<file path="src/core/pec_pkg.sv">
/*
 Shared constants, carriers and the class decoder of the parser error classifier.
 Assumes one clock domain and signed 16-bit error codes throughout.
*/
package pec_pkg;
   // ==========================================================
   // Widths and limits
   localparam int CODE_W = 16;
   localparam int ADDR_W = 8;
   localparam int DATA_W = 32;
   localparam int QUEUE_DEPTH = 30;
   localparam int QPTR_W = 5;
   localparam logic [7:0] MAX_MNEM_LEN = 8'h0c;
   localparam logic [9:0] MAX_DIGITS = 10'h0ff;
   localparam logic [7:0] MAX_SFX_LEN = 8'h0c;

   typedef logic signed [CODE_W-1:0] pec_code_t;

   // ==========================================================
   // Error codes
   localparam pec_code_t NO_ERROR = 16'sh0000;
   localparam pec_code_t CMD_GENERIC = -16'sd100;
   localparam pec_code_t INVALID_CHAR = -16'sd101;
   localparam pec_code_t SYNTAX_ERR = -16'sd102;
   localparam pec_code_t INVALID_SEP = -16'sd103;
   localparam pec_code_t DATA_TYPE = -16'sd104;
   localparam pec_code_t TRIG_IN_MSG = -16'sd105;
   localparam pec_code_t PARAM_EXTRA = -16'sd108;
   localparam pec_code_t PARAM_MISSING = -16'sd109;
   localparam pec_code_t MNEM_LONG = -16'sd112;
   localparam pec_code_t UNDEF_HDR = -16'sd113;
   localparam pec_code_t NUM_GENERIC = -16'sd120;
   localparam pec_code_t NUM_BAD_CHAR = -16'sd121;
   localparam pec_code_t EXP_TOO_LARGE = -16'sd123;
   localparam pec_code_t TOO_MANY_DIGITS = -16'sd124;
   localparam pec_code_t NUM_NOT_ALLOWED = -16'sd128;
   localparam pec_code_t SFX_INVALID = -16'sd131;
   localparam pec_code_t SFX_LONG = -16'sd134;
   localparam pec_code_t CHAR_INVALID = -16'sd141;
   localparam pec_code_t CHAR_NOT_ALLOWED = -16'sd148;
   localparam pec_code_t STR_GENERIC = -16'sd150;
   localparam pec_code_t EXEC_GENERIC = -16'sd200;
   localparam pec_code_t DEV_GENERIC = -16'sd300;
   localparam pec_code_t QUEUE_OVERFLOW = -16'sd350;
   localparam pec_code_t QRY_GENERIC = -16'sd400;

   // Class ranges, high end is the smaller magnitude
   localparam pec_code_t CMD_HI = -16'sd100;
   localparam pec_code_t CMD_LO = -16'sd199;
   localparam pec_code_t EXEC_HI = -16'sd200;
   localparam pec_code_t EXEC_LO = -16'sd299;
   localparam pec_code_t DEV_HI = -16'sd300;
   localparam pec_code_t DEV_LO = -16'sd399;
   localparam pec_code_t QRY_HI = -16'sd400;
   localparam pec_code_t QRY_LO = -16'sd499;

   // ==========================================================
   // Register map and fields
   localparam logic [ADDR_W-1:0] REG_EVENT_STATUS = 8'h00;
   localparam logic [ADDR_W-1:0] REG_ERR_QUERY = 8'h04;
   localparam logic [ADDR_W-1:0] REG_CONTROL = 8'h08;
   localparam logic [ADDR_W-1:0] REG_QUEUE_STATUS = 8'h0c;
   localparam int CTRL_CLEAR_BIT = 0;
   localparam int ESR_CMD_BIT = 5;
   localparam int ESR_EXEC_BIT = 4;
   localparam int ESR_DEV_BIT = 3;
   localparam int ESR_QRY_BIT = 2;
   localparam logic [7:0] ESR_RESET = 8'h00;

   // ==========================================================
   // Carriers
   typedef struct packed {
      logic cmdGeneric;
      logic invalidChar;
      logic syntaxErr;
      logic invalidSep;
      logic dataType;
      logic paramExtra;
      logic paramMissing;
      logic undefHdr;
      logic numGeneric;
      logic numBadChar;
      logic expTooLarge;
      logic numNotAllowed;
      logic sfxInvalid;
      logic charInvalid;
      logic charNotAllowed;
      logic strGeneric;
   } pec_syntax_s;

   typedef struct packed {
      logic strobe;
      logic [7:0] hdrLen;
      logic [9:0] digits;
      logic [7:0] sfxLen;
   } pec_len_s;

   typedef struct packed {
      logic valid;
      pec_code_t code;
   } pec_fault_s;

   // One-hot event status bit for a code, zero for no error
   function automatic logic [7:0] pec_class_mask(input pec_code_t c);
      logic [7:0] m;
      m = 8'h00;
      if (c <= CMD_HI && c >= CMD_LO) m[ESR_CMD_BIT] = 1'b1;
      if (c <= EXEC_HI && c >= EXEC_LO) m[ESR_EXEC_BIT] = 1'b1;
      if ((c <= DEV_HI && c >= DEV_LO) || c > NO_ERROR) m[ESR_DEV_BIT] = 1'b1;
      if (c <= QRY_HI && c >= QRY_LO) m[ESR_QRY_BIT] = 1'b1;
      return m;
   endfunction
endpackage

</file>
<file path="src/core/pec_err_queue.sv">
/*
 First-in first-out store of error codes with overflow marking.
 Assumes push, pop and clear are single-cycle requests from the classifier.
*/
`timescale 1ns/1ps
module pec_err_queue
   import pec_pkg::*;
(
   input wire logic clk,
   input wire logic sys_rst,
   input wire logic clr,
   input wire logic push,
   input pec_code_t pushCode,
   input wire logic pop,
   output pec_code_t headCode,
   output logic [QPTR_W-1:0] count
);
   // ==========================================================
   // Storage and pointers
   pec_code_t mem [QUEUE_DEPTH];
   logic [QPTR_W-1:0] rdPtr_reg, wrPtr_reg, count_reg;
   logic [QPTR_W-1:0] rdPtr_next, wrPtr_next, count_next, afterPop, wrIdx;
   logic doPop, doPush;
   pec_code_t storeCode;

   // Pop first, so a read in the same cycle opens a slot for the push
   assign doPop = pop && count_reg != '0 && !clr;
   assign afterPop = clr ? '0 : count_reg - QPTR_W'(doPop);
   assign doPush = push && afterPop < QPTR_W'(QUEUE_DEPTH);
   // Last free slot takes the overflow marker, later faults are dropped
   assign storeCode = (afterPop == QPTR_W'(QUEUE_DEPTH - 1)) ? QUEUE_OVERFLOW : pushCode;
   assign wrIdx = clr ? '0 : wrPtr_reg;
   assign rdPtr_next = clr ? '0 : !doPop ? rdPtr_reg :
                       (rdPtr_reg == QPTR_W'(QUEUE_DEPTH - 1)) ? '0 : rdPtr_reg + 1'b1;
   assign wrPtr_next = !doPush ? wrIdx :
                       (wrIdx == QPTR_W'(QUEUE_DEPTH - 1)) ? '0 : wrIdx + 1'b1;
   assign count_next = afterPop + QPTR_W'(doPush);
   assign headCode = (count_reg == '0) ? NO_ERROR : mem[rdPtr_reg];
   assign count = count_reg;

   // Pointer and fill state
   always_ff @(posedge clk or posedge sys_rst) begin
      if (sys_rst) begin
         rdPtr_reg <= '0;
         wrPtr_reg <= '0;
         count_reg <= '0;
      end else begin
         rdPtr_reg <= rdPtr_next;
         wrPtr_reg <= wrPtr_next;
         count_reg <= count_next;
      end
   end

   // Data array needs no reset, the fill count guards every read
   always_ff @(posedge clk) begin
      if (doPush) begin
         mem[wrIdx] <= storeCode;
      end
   end
endmodule

</file>
<file path="src/core/pec_classifier.sv">
/*
 Parser error classifier: turns parser, execution, device and query faults
 into signed error codes, sets the event status class bits, queues codes.
 Assumes fault inputs are one-cycle pulses synchronous to clk, and a simple
 register port with read data returned in the cycle after the read strobe.
*/
`timescale 1ns/1ps
// How it works
// - Error query on an empty store returns code zero.
// - Codes -100 to -199 set event status bit 5.
// - Codes -200 to -299 set event status bit 4.
// - Codes -300 to -399 and positive codes set event status bit 3.
// - Codes -400 to -499 set event status bit 2.
// - A command fault produces no other class in the same event.
// - An execution fault produces no other class in the same event.
// - Execution faults are committed only once evaluation and rounding finish.
// - Each class falls back to its generic code when nothing specific fits.
// - Trigger arriving inside a program message gives -105.
// - Header over twelve characters gives -112.
// - Mantissa over 255 significant digits gives -124.
// - Suffix over twelve characters gives -134.
// - Extra parameters give -108, missing parameters give -109.
// - Legal but unimplemented header gives -113.
// - Numeric element faults use -120 to -129, generic -120.
// - Invalid character -101, syntax -102, bad separator -103.
// - Numeric not allowed -128, exponent overflow -123.
// - Invalid character data -141, character data not allowed -148.
// - Unspecific string fault gives -150.
// - Reading absent output or losing output raises a query error.
// - Thirty-entry queue, newest dropped, last slot holds -350 on overflow.
// - Each error query returns and removes the oldest entry.
// - Queue empties at reset, clear-status, and last entry read.
module pec_classifier
   import pec_pkg::*;
(
   input wire logic clk,
   input wire logic sys_rst,
   input wire logic [ADDR_W-1:0] regAddr,
   input wire logic [DATA_W-1:0] regWrData,
   input wire logic regWr,
   input wire logic regRd,
   output logic [DATA_W-1:0] regRdData,
   input pec_syntax_s syntaxFault,
   input pec_len_s lenCheck,
   input wire logic trigRcvd,
   input wire logic inProgMsg,
   input pec_fault_s execFault,
   input wire logic evalDone,
   input pec_fault_s devFault,
   input wire logic qryNoOutput,
   input wire logic qryLost,
   output logic [7:0] eventStatus,
   output logic errPending
);
   // ==========================================================
   // Register decode
   logic esrRead;
   logic errqRead;
   logic qstatRead;
   logic clearStatus;
   assign esrRead = regRd && regAddr == REG_EVENT_STATUS;
   assign errqRead = regRd && regAddr == REG_ERR_QUERY;
   assign qstatRead = regRd && regAddr == REG_QUEUE_STATUS;
   assign clearStatus = regWr && regAddr == REG_CONTROL && regWrData[CTRL_CLEAR_BIT];

   // ==========================================================
   // Command class
   logic trigInMsg;
   logic hdrTooLong;
   logic digitsTooMany;
   logic sfxTooLong;
   logic cmdHit;
   pec_code_t cmdCode;

   // Length checks only count once the parser closes an element
   assign trigInMsg = trigRcvd && inProgMsg;
   assign hdrTooLong = lenCheck.strobe && lenCheck.hdrLen > MAX_MNEM_LEN;
   assign digitsTooMany = lenCheck.strobe && lenCheck.digits > MAX_DIGITS;
   assign sfxTooLong = lenCheck.strobe && lenCheck.sfxLen > MAX_SFX_LEN;
   assign cmdHit = trigInMsg || hdrTooLong || digitsTooMany || sfxTooLong || (|syntaxFault);

   // Fixed priority: the first matching cause names the event
   assign cmdCode = trigInMsg ? TRIG_IN_MSG :
                    hdrTooLong ? MNEM_LONG :
                    digitsTooMany ? TOO_MANY_DIGITS :
                    sfxTooLong ? SFX_LONG :
                    syntaxFault.invalidChar ? INVALID_CHAR :
                    syntaxFault.syntaxErr ? SYNTAX_ERR :
                    syntaxFault.invalidSep ? INVALID_SEP :
                    syntaxFault.dataType ? DATA_TYPE :
                    syntaxFault.paramExtra ? PARAM_EXTRA :
                    syntaxFault.paramMissing ? PARAM_MISSING :
                    syntaxFault.undefHdr ? UNDEF_HDR :
                    syntaxFault.numBadChar ? NUM_BAD_CHAR :
                    syntaxFault.expTooLarge ? EXP_TOO_LARGE :
                    syntaxFault.numNotAllowed ? NUM_NOT_ALLOWED :
                    syntaxFault.numGeneric ? NUM_GENERIC :
                    syntaxFault.sfxInvalid ? SFX_INVALID :
                    syntaxFault.charInvalid ? CHAR_INVALID :
                    syntaxFault.charNotAllowed ? CHAR_NOT_ALLOWED :
                    syntaxFault.strGeneric ? STR_GENERIC :
                    CMD_GENERIC;

   // ==========================================================
   // Execution class, held until evaluation is complete
   logic execPend_reg;
   logic execPend_next;
   logic execHit;
   pec_code_t execCode_reg;
   pec_code_t execCode_next;
   pec_code_t execRaw;
   pec_code_t execCode;
   logic [7:0] execMask;
   logic [7:0] devMask;

   assign execHit = evalDone && (execFault.valid || execPend_reg);
   assign execRaw = execFault.valid ? execFault.code : execCode_reg;
   assign execMask = pec_class_mask(execRaw);
   assign execCode = execMask[ESR_EXEC_BIT] ? execRaw : EXEC_GENERIC;

   // A command fault in the same cycle keeps the execution fault waiting
   assign execPend_next = clearStatus ? 1'b0 :
                          (execHit && !cmdHit) ? 1'b0 :
                          (execFault.valid || execPend_reg);
   assign execCode_next = execFault.valid ? execFault.code : execCode_reg;

   // Rounding alone never raises a fault: only an explicit fault is held
   always_ff @(posedge clk or posedge sys_rst) begin
      if (sys_rst) begin
         execPend_reg <= 1'b0;
         execCode_reg <= NO_ERROR;
      end else begin
         execPend_reg <= execPend_next;
         execCode_reg <= execCode_next;
      end
   end

   // ==========================================================
   // Device and query classes
   logic devHit;
   logic qryHit;
   pec_code_t devCode;
   assign devHit = devFault.valid;
   assign devMask = pec_class_mask(devFault.code);
   assign devCode = devMask[ESR_DEV_BIT] ? devFault.code : DEV_GENERIC;
   assign qryHit = qryNoOutput || qryLost;

   // ==========================================================
   // Event selection, one class per event
   logic evtValid;
   pec_code_t evtCode;
   logic [7:0] evtMask;

   // Same-cycle device and query faults of lower classes are dropped, not merged; an execution fault waits
   assign evtValid = cmdHit || execHit || devHit || qryHit;
   assign evtCode = cmdHit ? cmdCode :
                    execHit ? execCode :
                    devHit ? devCode :
                    qryHit ? QRY_GENERIC :
                    NO_ERROR;
   assign evtMask = evtValid ? pec_class_mask(evtCode) : 8'h00;

   // ==========================================================
   // Event status register
   logic [7:0] esr_reg;
   logic [7:0] esr_next;

   // Read clears the register, a new event in that cycle still sets
   assign esr_next = ((esrRead || clearStatus) ? 8'h00 : esr_reg) | evtMask;

   always_ff @(posedge clk or posedge sys_rst) begin
      if (sys_rst) begin
         esr_reg <= ESR_RESET;
      end else begin
         esr_reg <= esr_next;
      end
   end

   // ==========================================================
   // Error queue
   pec_code_t headCode;
   logic [QPTR_W-1:0] qCount;

   pec_err_queue u_queue (
      .clk(clk),
      .sys_rst(sys_rst),
      .clr(clearStatus),
      .push(evtValid),
      .pushCode(evtCode),
      .pop(errqRead),
      .headCode(headCode),
      .count(qCount)
   );

   // ==========================================================
   // Read data and status outputs
   logic [DATA_W-1:0] rdData_reg;
   logic [DATA_W-1:0] rdData_next;
   logic [7:0] eventStatus_reg;
   logic errPending_reg;

   // Data stands one cycle only, zero otherwise and for unmapped reads
   assign rdData_next = esrRead ? {24'h000000, esr_reg} :
                        errqRead ? {{(DATA_W-CODE_W){headCode[CODE_W-1]}}, headCode} :
                        qstatRead ? {{(DATA_W-QPTR_W){1'b0}}, qCount} :
                        '0;

   always_ff @(posedge clk or posedge sys_rst) begin
      if (sys_rst) begin
         rdData_reg <= '0;
         eventStatus_reg <= ESR_RESET;
         errPending_reg <= 1'b0;
      end else begin
         rdData_reg <= rdData_next;
         eventStatus_reg <= esr_next;
         errPending_reg <= (qCount != '0);
      end
   end

   assign regRdData = rdData_reg;
   assign eventStatus = eventStatus_reg;
   assign errPending = errPending_reg;

   // ==========================================================
   // Checks
   a_empty_reads_zero: assert property (@(posedge clk) disable iff (sys_rst)
      (errqRead && qCount == '0) |=> regRdData == '0)
      else $error("empty error query did not read zero");

   a_cmd_sets_bit5: assert property (@(posedge clk) disable iff (sys_rst)
      (evtValid && evtCode <= CMD_HI && evtCode >= CMD_LO) |=> eventStatus[5])
      else $error("command code did not set bit 5");

   a_exec_sets_bit4: assert property (@(posedge clk) disable iff (sys_rst)
      (execHit && !cmdHit) |=> (eventStatus[4] && !eventStatus_reg[5] || $past(esr_reg[5])))
      else $error("execution fault did not set bit 4 alone");

   a_dev_sets_bit3: assert property (@(posedge clk) disable iff (sys_rst)
      (devHit && !cmdHit && !execHit) |=> eventStatus[3])
      else $error("device fault did not set bit 3");

   a_qry_sets_bit2: assert property (@(posedge clk) disable iff (sys_rst)
      (qryHit && !cmdHit && !execHit && !devHit) |=> eventStatus[2])
      else $error("query fault did not set bit 2");

   a_single_class: assert property (@(posedge clk) disable iff (sys_rst)
      evtValid |-> $onehot(evtMask))
      else $error("event raised more than one class");

   a_exec_after_eval: assert property (@(posedge clk) disable iff (sys_rst)
      (execFault.valid && !evalDone && !cmdHit && !clearStatus) |=> execPend_reg)
      else $error("execution fault not held for evaluation");

   a_trigger_code: assert property (@(posedge clk) disable iff (sys_rst)
      trigInMsg |-> evtCode == TRIG_IN_MSG)
      else $error("trigger in message not coded -105");

   a_long_header: assert property (@(posedge clk) disable iff (sys_rst)
      (hdrTooLong && !trigInMsg) |-> evtCode == MNEM_LONG)
      else $error("long header not coded -112");

   a_queue_bound: assert property (@(posedge clk) disable iff (sys_rst)
      qCount <= QPTR_W'(QUEUE_DEPTH))
      else $error("error queue above thirty entries");

   a_read_pops: assert property (@(posedge clk) disable iff (sys_rst)
      (errqRead && qCount != '0 && !evtValid) |=> qCount == $past(qCount) - 1'b1)
      else $error("error query did not remove one entry");

   a_clear_empties: assert property (@(posedge clk) disable iff (sys_rst)
      (clearStatus && !evtValid) |=> (qCount == '0 && eventStatus == 8'h00))
      else $error("clear-status did not empty queue and status");

   a_digits_code: assert property (@(posedge clk) disable iff (sys_rst)
      (digitsTooMany && !trigInMsg && !hdrTooLong) |-> evtCode == TOO_MANY_DIGITS)
      else $error("too many digits not coded -124");

   a_suffix_code: assert property (@(posedge clk) disable iff (sys_rst)
      (sfxTooLong && !trigInMsg && !hdrTooLong && !digitsTooMany) |-> evtCode == SFX_LONG)
      else $error("long suffix not coded -134");

   a_exec_in_range: assert property (@(posedge clk) disable iff (sys_rst)
      (execHit && !cmdHit) |-> (evtCode <= EXEC_HI && evtCode >= EXEC_LO))
      else $error("execution event coded outside its class");

   a_query_code: assert property (@(posedge clk) disable iff (sys_rst)
      (qryHit && !cmdHit && !execHit && !devHit) |-> evtCode == QRY_GENERIC)
      else $error("query fault not coded -400");

   a_full_drops: assert property (@(posedge clk) disable iff (sys_rst)
      (qCount == QPTR_W'(QUEUE_DEPTH) && !errqRead && !clearStatus) |=> qCount == QPTR_W'(QUEUE_DEPTH))
      else $error("full error queue changed without a read");

   a_last_read_empties: assert property (@(posedge clk) disable iff (sys_rst)
      (errqRead && qCount == QPTR_W'(1) && !evtValid) |=> (qCount == '0) ##1 !errPending)
      else $error("reading the last entry did not empty the queue");
endmodule

</file>
<file path="config.mk">
export PLATFORM = sky130hd
export DESIGN_NAME = pec_classifier
export DESIGN_NICKNAME = d
export VERILOG_FILES = /design/src/core/pec_pkg.sv /design/src/core/pec_err_queue.sv /design/src/core/pec_classifier.sv
export SDC_FILE = /design/constraint.sdc
export NUM_CORES = 1
export LEC_CHECK = 0
export BUFFER_PORTS_ARGS = -buffer_cell sky130_fd_sc_hd__buf_2
export CORE_MARGIN = 2
export CORE_UTILIZATION = 28
export CTS_CLUSTER_SIZE = 25
export DETAILED_ROUTE_END_ITERATION = 6
export SYNTH_ARGS = -nofsm -noshare
export SYNTH_HDL_FRONTEND = slang
export SYNTH_HIERARCHICAL = 1
export SYNTH_SLANG_ARGS = --single-unit
</file>
<file path="constraint.sdc">
create_clock -name clk -period 3.3 [get_ports clk]
set_input_delay 0.33 -clock clk [delete_from_list [all_inputs] [get_ports clk]]
set_output_delay 0.33 -clock clk [all_outputs]
set_load 0.05 [all_outputs]
</file>
==> flow_summary.toml <==
[layout]
nNetsFinal = 1648
fillCellCount = 7636
antenna_cells = 0
drive_gt1_share_pct = 33.1
largest_reg_flops = 480
syn_to_final_growth_pct = 21.7
stdcell_count = 2614

[synth]
ys.warnings.count = 6
ys_seq_elements = 533
async_reset_ff_share_pct = 9.94
synthTopCellsByCount = "edfxtp_1 (480), mux4_2 (101), nor2_1 (80)"
mappedNetlistArea_um2 = 22500
ys_seq_area_share_pct = 69.8
syn_avg_cell_area_um2 = 17.2
synth.distinct_cells = 87
synthCells = 1312
synth.most_common_cell = "edfxtp_1"
synth_enable_flop_cells = 480
yosys-top-cells-area = "edfxtp_1 (64%), mux4_2 (10%), dfrtp_1 (5.9%), mux2i_1 (3.3%), mux2_2 (1.3%)"
synthDominantCellAreaShare_pct = 63.9
synth_top_area_cell = "edfxtp_1"
ys.flop_type = "edfxtp_1"

[power_and_ir_drop]
p_seq_share_pct = 47.1
power.internal_uw = 12800
p_total_uw = 17600
p_per_area_nw_per_um2 = 643
clkPwrFrac_pct = 34.2
p_leak_uw = 0.00887
share_comb_of_total_power_pct = 18.6
netSwitchingFraction_pct = 27.5
peakVddDrop_uv = 464
switching_power_uw = 4860

[critical_path]
startpoint_type = "flop"
worstPathRequired_ns = 3.54
endpoint_kind = "flop"
reg2reg_slack_ns = 0.15
cp_max_fo = 16
worstPathArrival_ns = 3.39
setup.worst_path.class = "flop to flop"

[timing]
layout_setup_ws_ns = 0.148
fmax_ghz = 0.317
drv_slew = 0
setup_violations = 0
tightest_slew_ns = 0.926
finalCriticalPeriod_ns = 3.15
hold_violations = 0
relSlewSlack_pct = 38.2
fin_crit_sh_pct = 95.5
tns_ns = 0
finClkSkew_ns = 0.0564

[grt]
grt_pass1_wl_um = 84900
grt_max_degree = 39
grt_use_total_pct = 13.7
grt_pass1_vias = 13300
antenna_found_initial = 1
overflow = 0

[placed_design]
io_buffer_count = 123
dpl.hpwl_um = 36200
dpl.cell_count = 2492
pre_cts_ws_ns = -0.310
gp_congestion = 0.835

[routing]
ant_nets = 0
routed_via_density = 4.85
drt_wl_total_um = 57000
drt-initial-drc-count = 1144
first_pass_iters = 6
vias = 12700
remaining_drc_errors = 0
wl_per_cell_um = 21.8

[floorplanning]
io_pins = 167
rows = 104
start_util_pct = 28.1
dieArea_um2 = 82800
coreArea_um2 = 80200
die_h_um = 288
die_x_um = 288

[cts]
clock_sinks = 533
cts_buffers = 54
root_buffer = "clkbuf_16"
cts_tree = "built"
cts_resized = 0
insertion_delay_ns = 0.64
cts.path.max_buffers = 3
cts.htree.levels = 2
path_clk_slew_ns = 0.06

[job]
cap_violations = 0

[status]
status = "finished clean"

[hold_path]
hp-class = "input port to flop"
==> metrics by stage <==
step                      util, %  hold WS (ns)  area [µm²]
after floorplan                 -         0.231       23000
after global placement       31.6         0.490       25300
after detailed placement     31.6         0.490       25300
after CTS                    34.0        0.0146       27200
after global routing         34.2        0.0279       27400
final                        34.2        0.0442       27400
==> what timing repair did <==
action                                  4_1_cts  5_1_grt
hold endpoints to repair                     64        0
hold buffers                                 12        0
setup buffers                                 0       12
endpoints found under the setup margin        0       29
==> worst max-delay path, cell delays in order, from the launching register on <==
cell and delay, ns:
dfrtp_1 0.43, nor4_1 0.28, buf_4 0.18, a211oi_4 0.06
ha_2 0.22, ha_4 0.17, nor2b_2 0.16, a21o_1 0.20
a21oi_4 0.14, buf_12 0.15, o21ai_4 0.19, nor2_4 0.60
==> power groups by stage <==
stage,clock (µW),sequential (µW),combinational (µW)
final,6040,8310,3290
after global placement,0,8430,3140
after floorplan,0,8390,1970
after global routing,6440,8350,3520
after detailed placement,0,8460,3190
after CTS,6190,8320,3210
==> cell usage in the layout (no fill, tap or decap), types with 5 or more instances in the layout <==
cell type / count
nand2b_2: 5
and2_1: 12
nand2b_1: 6
inv_1: 26
nand2_1: 67
clkbuf_16: 58
a31oi_1: 11
buf_2: 123
buf_12: 36
dfrtp_1: 50
mux4_2: 101
edfxtp_1: 480
clkinv_2: 13
dlygate4sd3_1: 12
clkbuf_1: 8
o21ai_0: 22
ha_1: 6
nor3_1: 10
a21oi_1: 11
mux2_2: 27
nor4_1: 8
a22oi_1: 16
nand4_1: 7
a21o_1: 19
o21ai_4: 5
clkinvlp_4: 5
a222oi_1: 13
nor2_1: 50
buf_4: 53
or2b_2: 5
clkinv_1: 5
nor2b_1: 10
a211oi_1: 7
and2_4: 6
nor2_4: 31
mux2i_1: 75
nand3_1: 27
==> final timing paths <==
kind	from	to	cells past startpoint
worst min-delay path	execFault[5]	execCode_reg[5]	2
min in group asynchronous	sys_rst	u_queue/wrPtr_reg[0]	3
worst max register to register	u_queue/count[0]	u_queue/mem[0][2]	11
worst max-delay path	u_queue/count[0]	u_queue/mem[0][2]	11
max in group asynchronous	sys_rst	execCode_reg[2]	3
worst min register to register	execCode_reg[13]	execCode_reg[13]	1
==> cells by family (layout without fill, tap and decap cells) <==
kind of cell             Yosys count  count (layout)  synth area share [%]
AO/OA/AOI/OAI                    160             160                  5.33
adder cells (fa/ha/maj)           10              10                 0.555
AND/OR/NAND/NOR                  286             286                  6.71
flip-flops                       533             533                  69.8
other                              1               4                0.0166
XOR/XNOR                           6               6                 0.233
multiplexers                     203             203                  14.8
buffers and inverters            113             352                  2.58
==> per-layer routing <==
layer | up-vias | global-route usage [%] | wire, µm
met4 | 0 | 4.31 | 1300
met3 | 68 | 2.13 | 3210
met5 | - | 0 | 0
met2 | 426 | 22.9 | 27700
met1 | 6564 | 18.4 | 24700
li1 | 5617 | - | -
==> layout make-up <==
type	instances	area, µm²	share of cell area (%)
tap	1060	1330	4.83
timing repair buffer	224	1850	6.76
inverter	30	113	0.410
sequential	533	15700	57.4
clock buffer	68	1510	5.50
multi-input combinational	669	6620	24.1
clock inverter	30	270	0.985
Power figures use the tool's default switching activity.
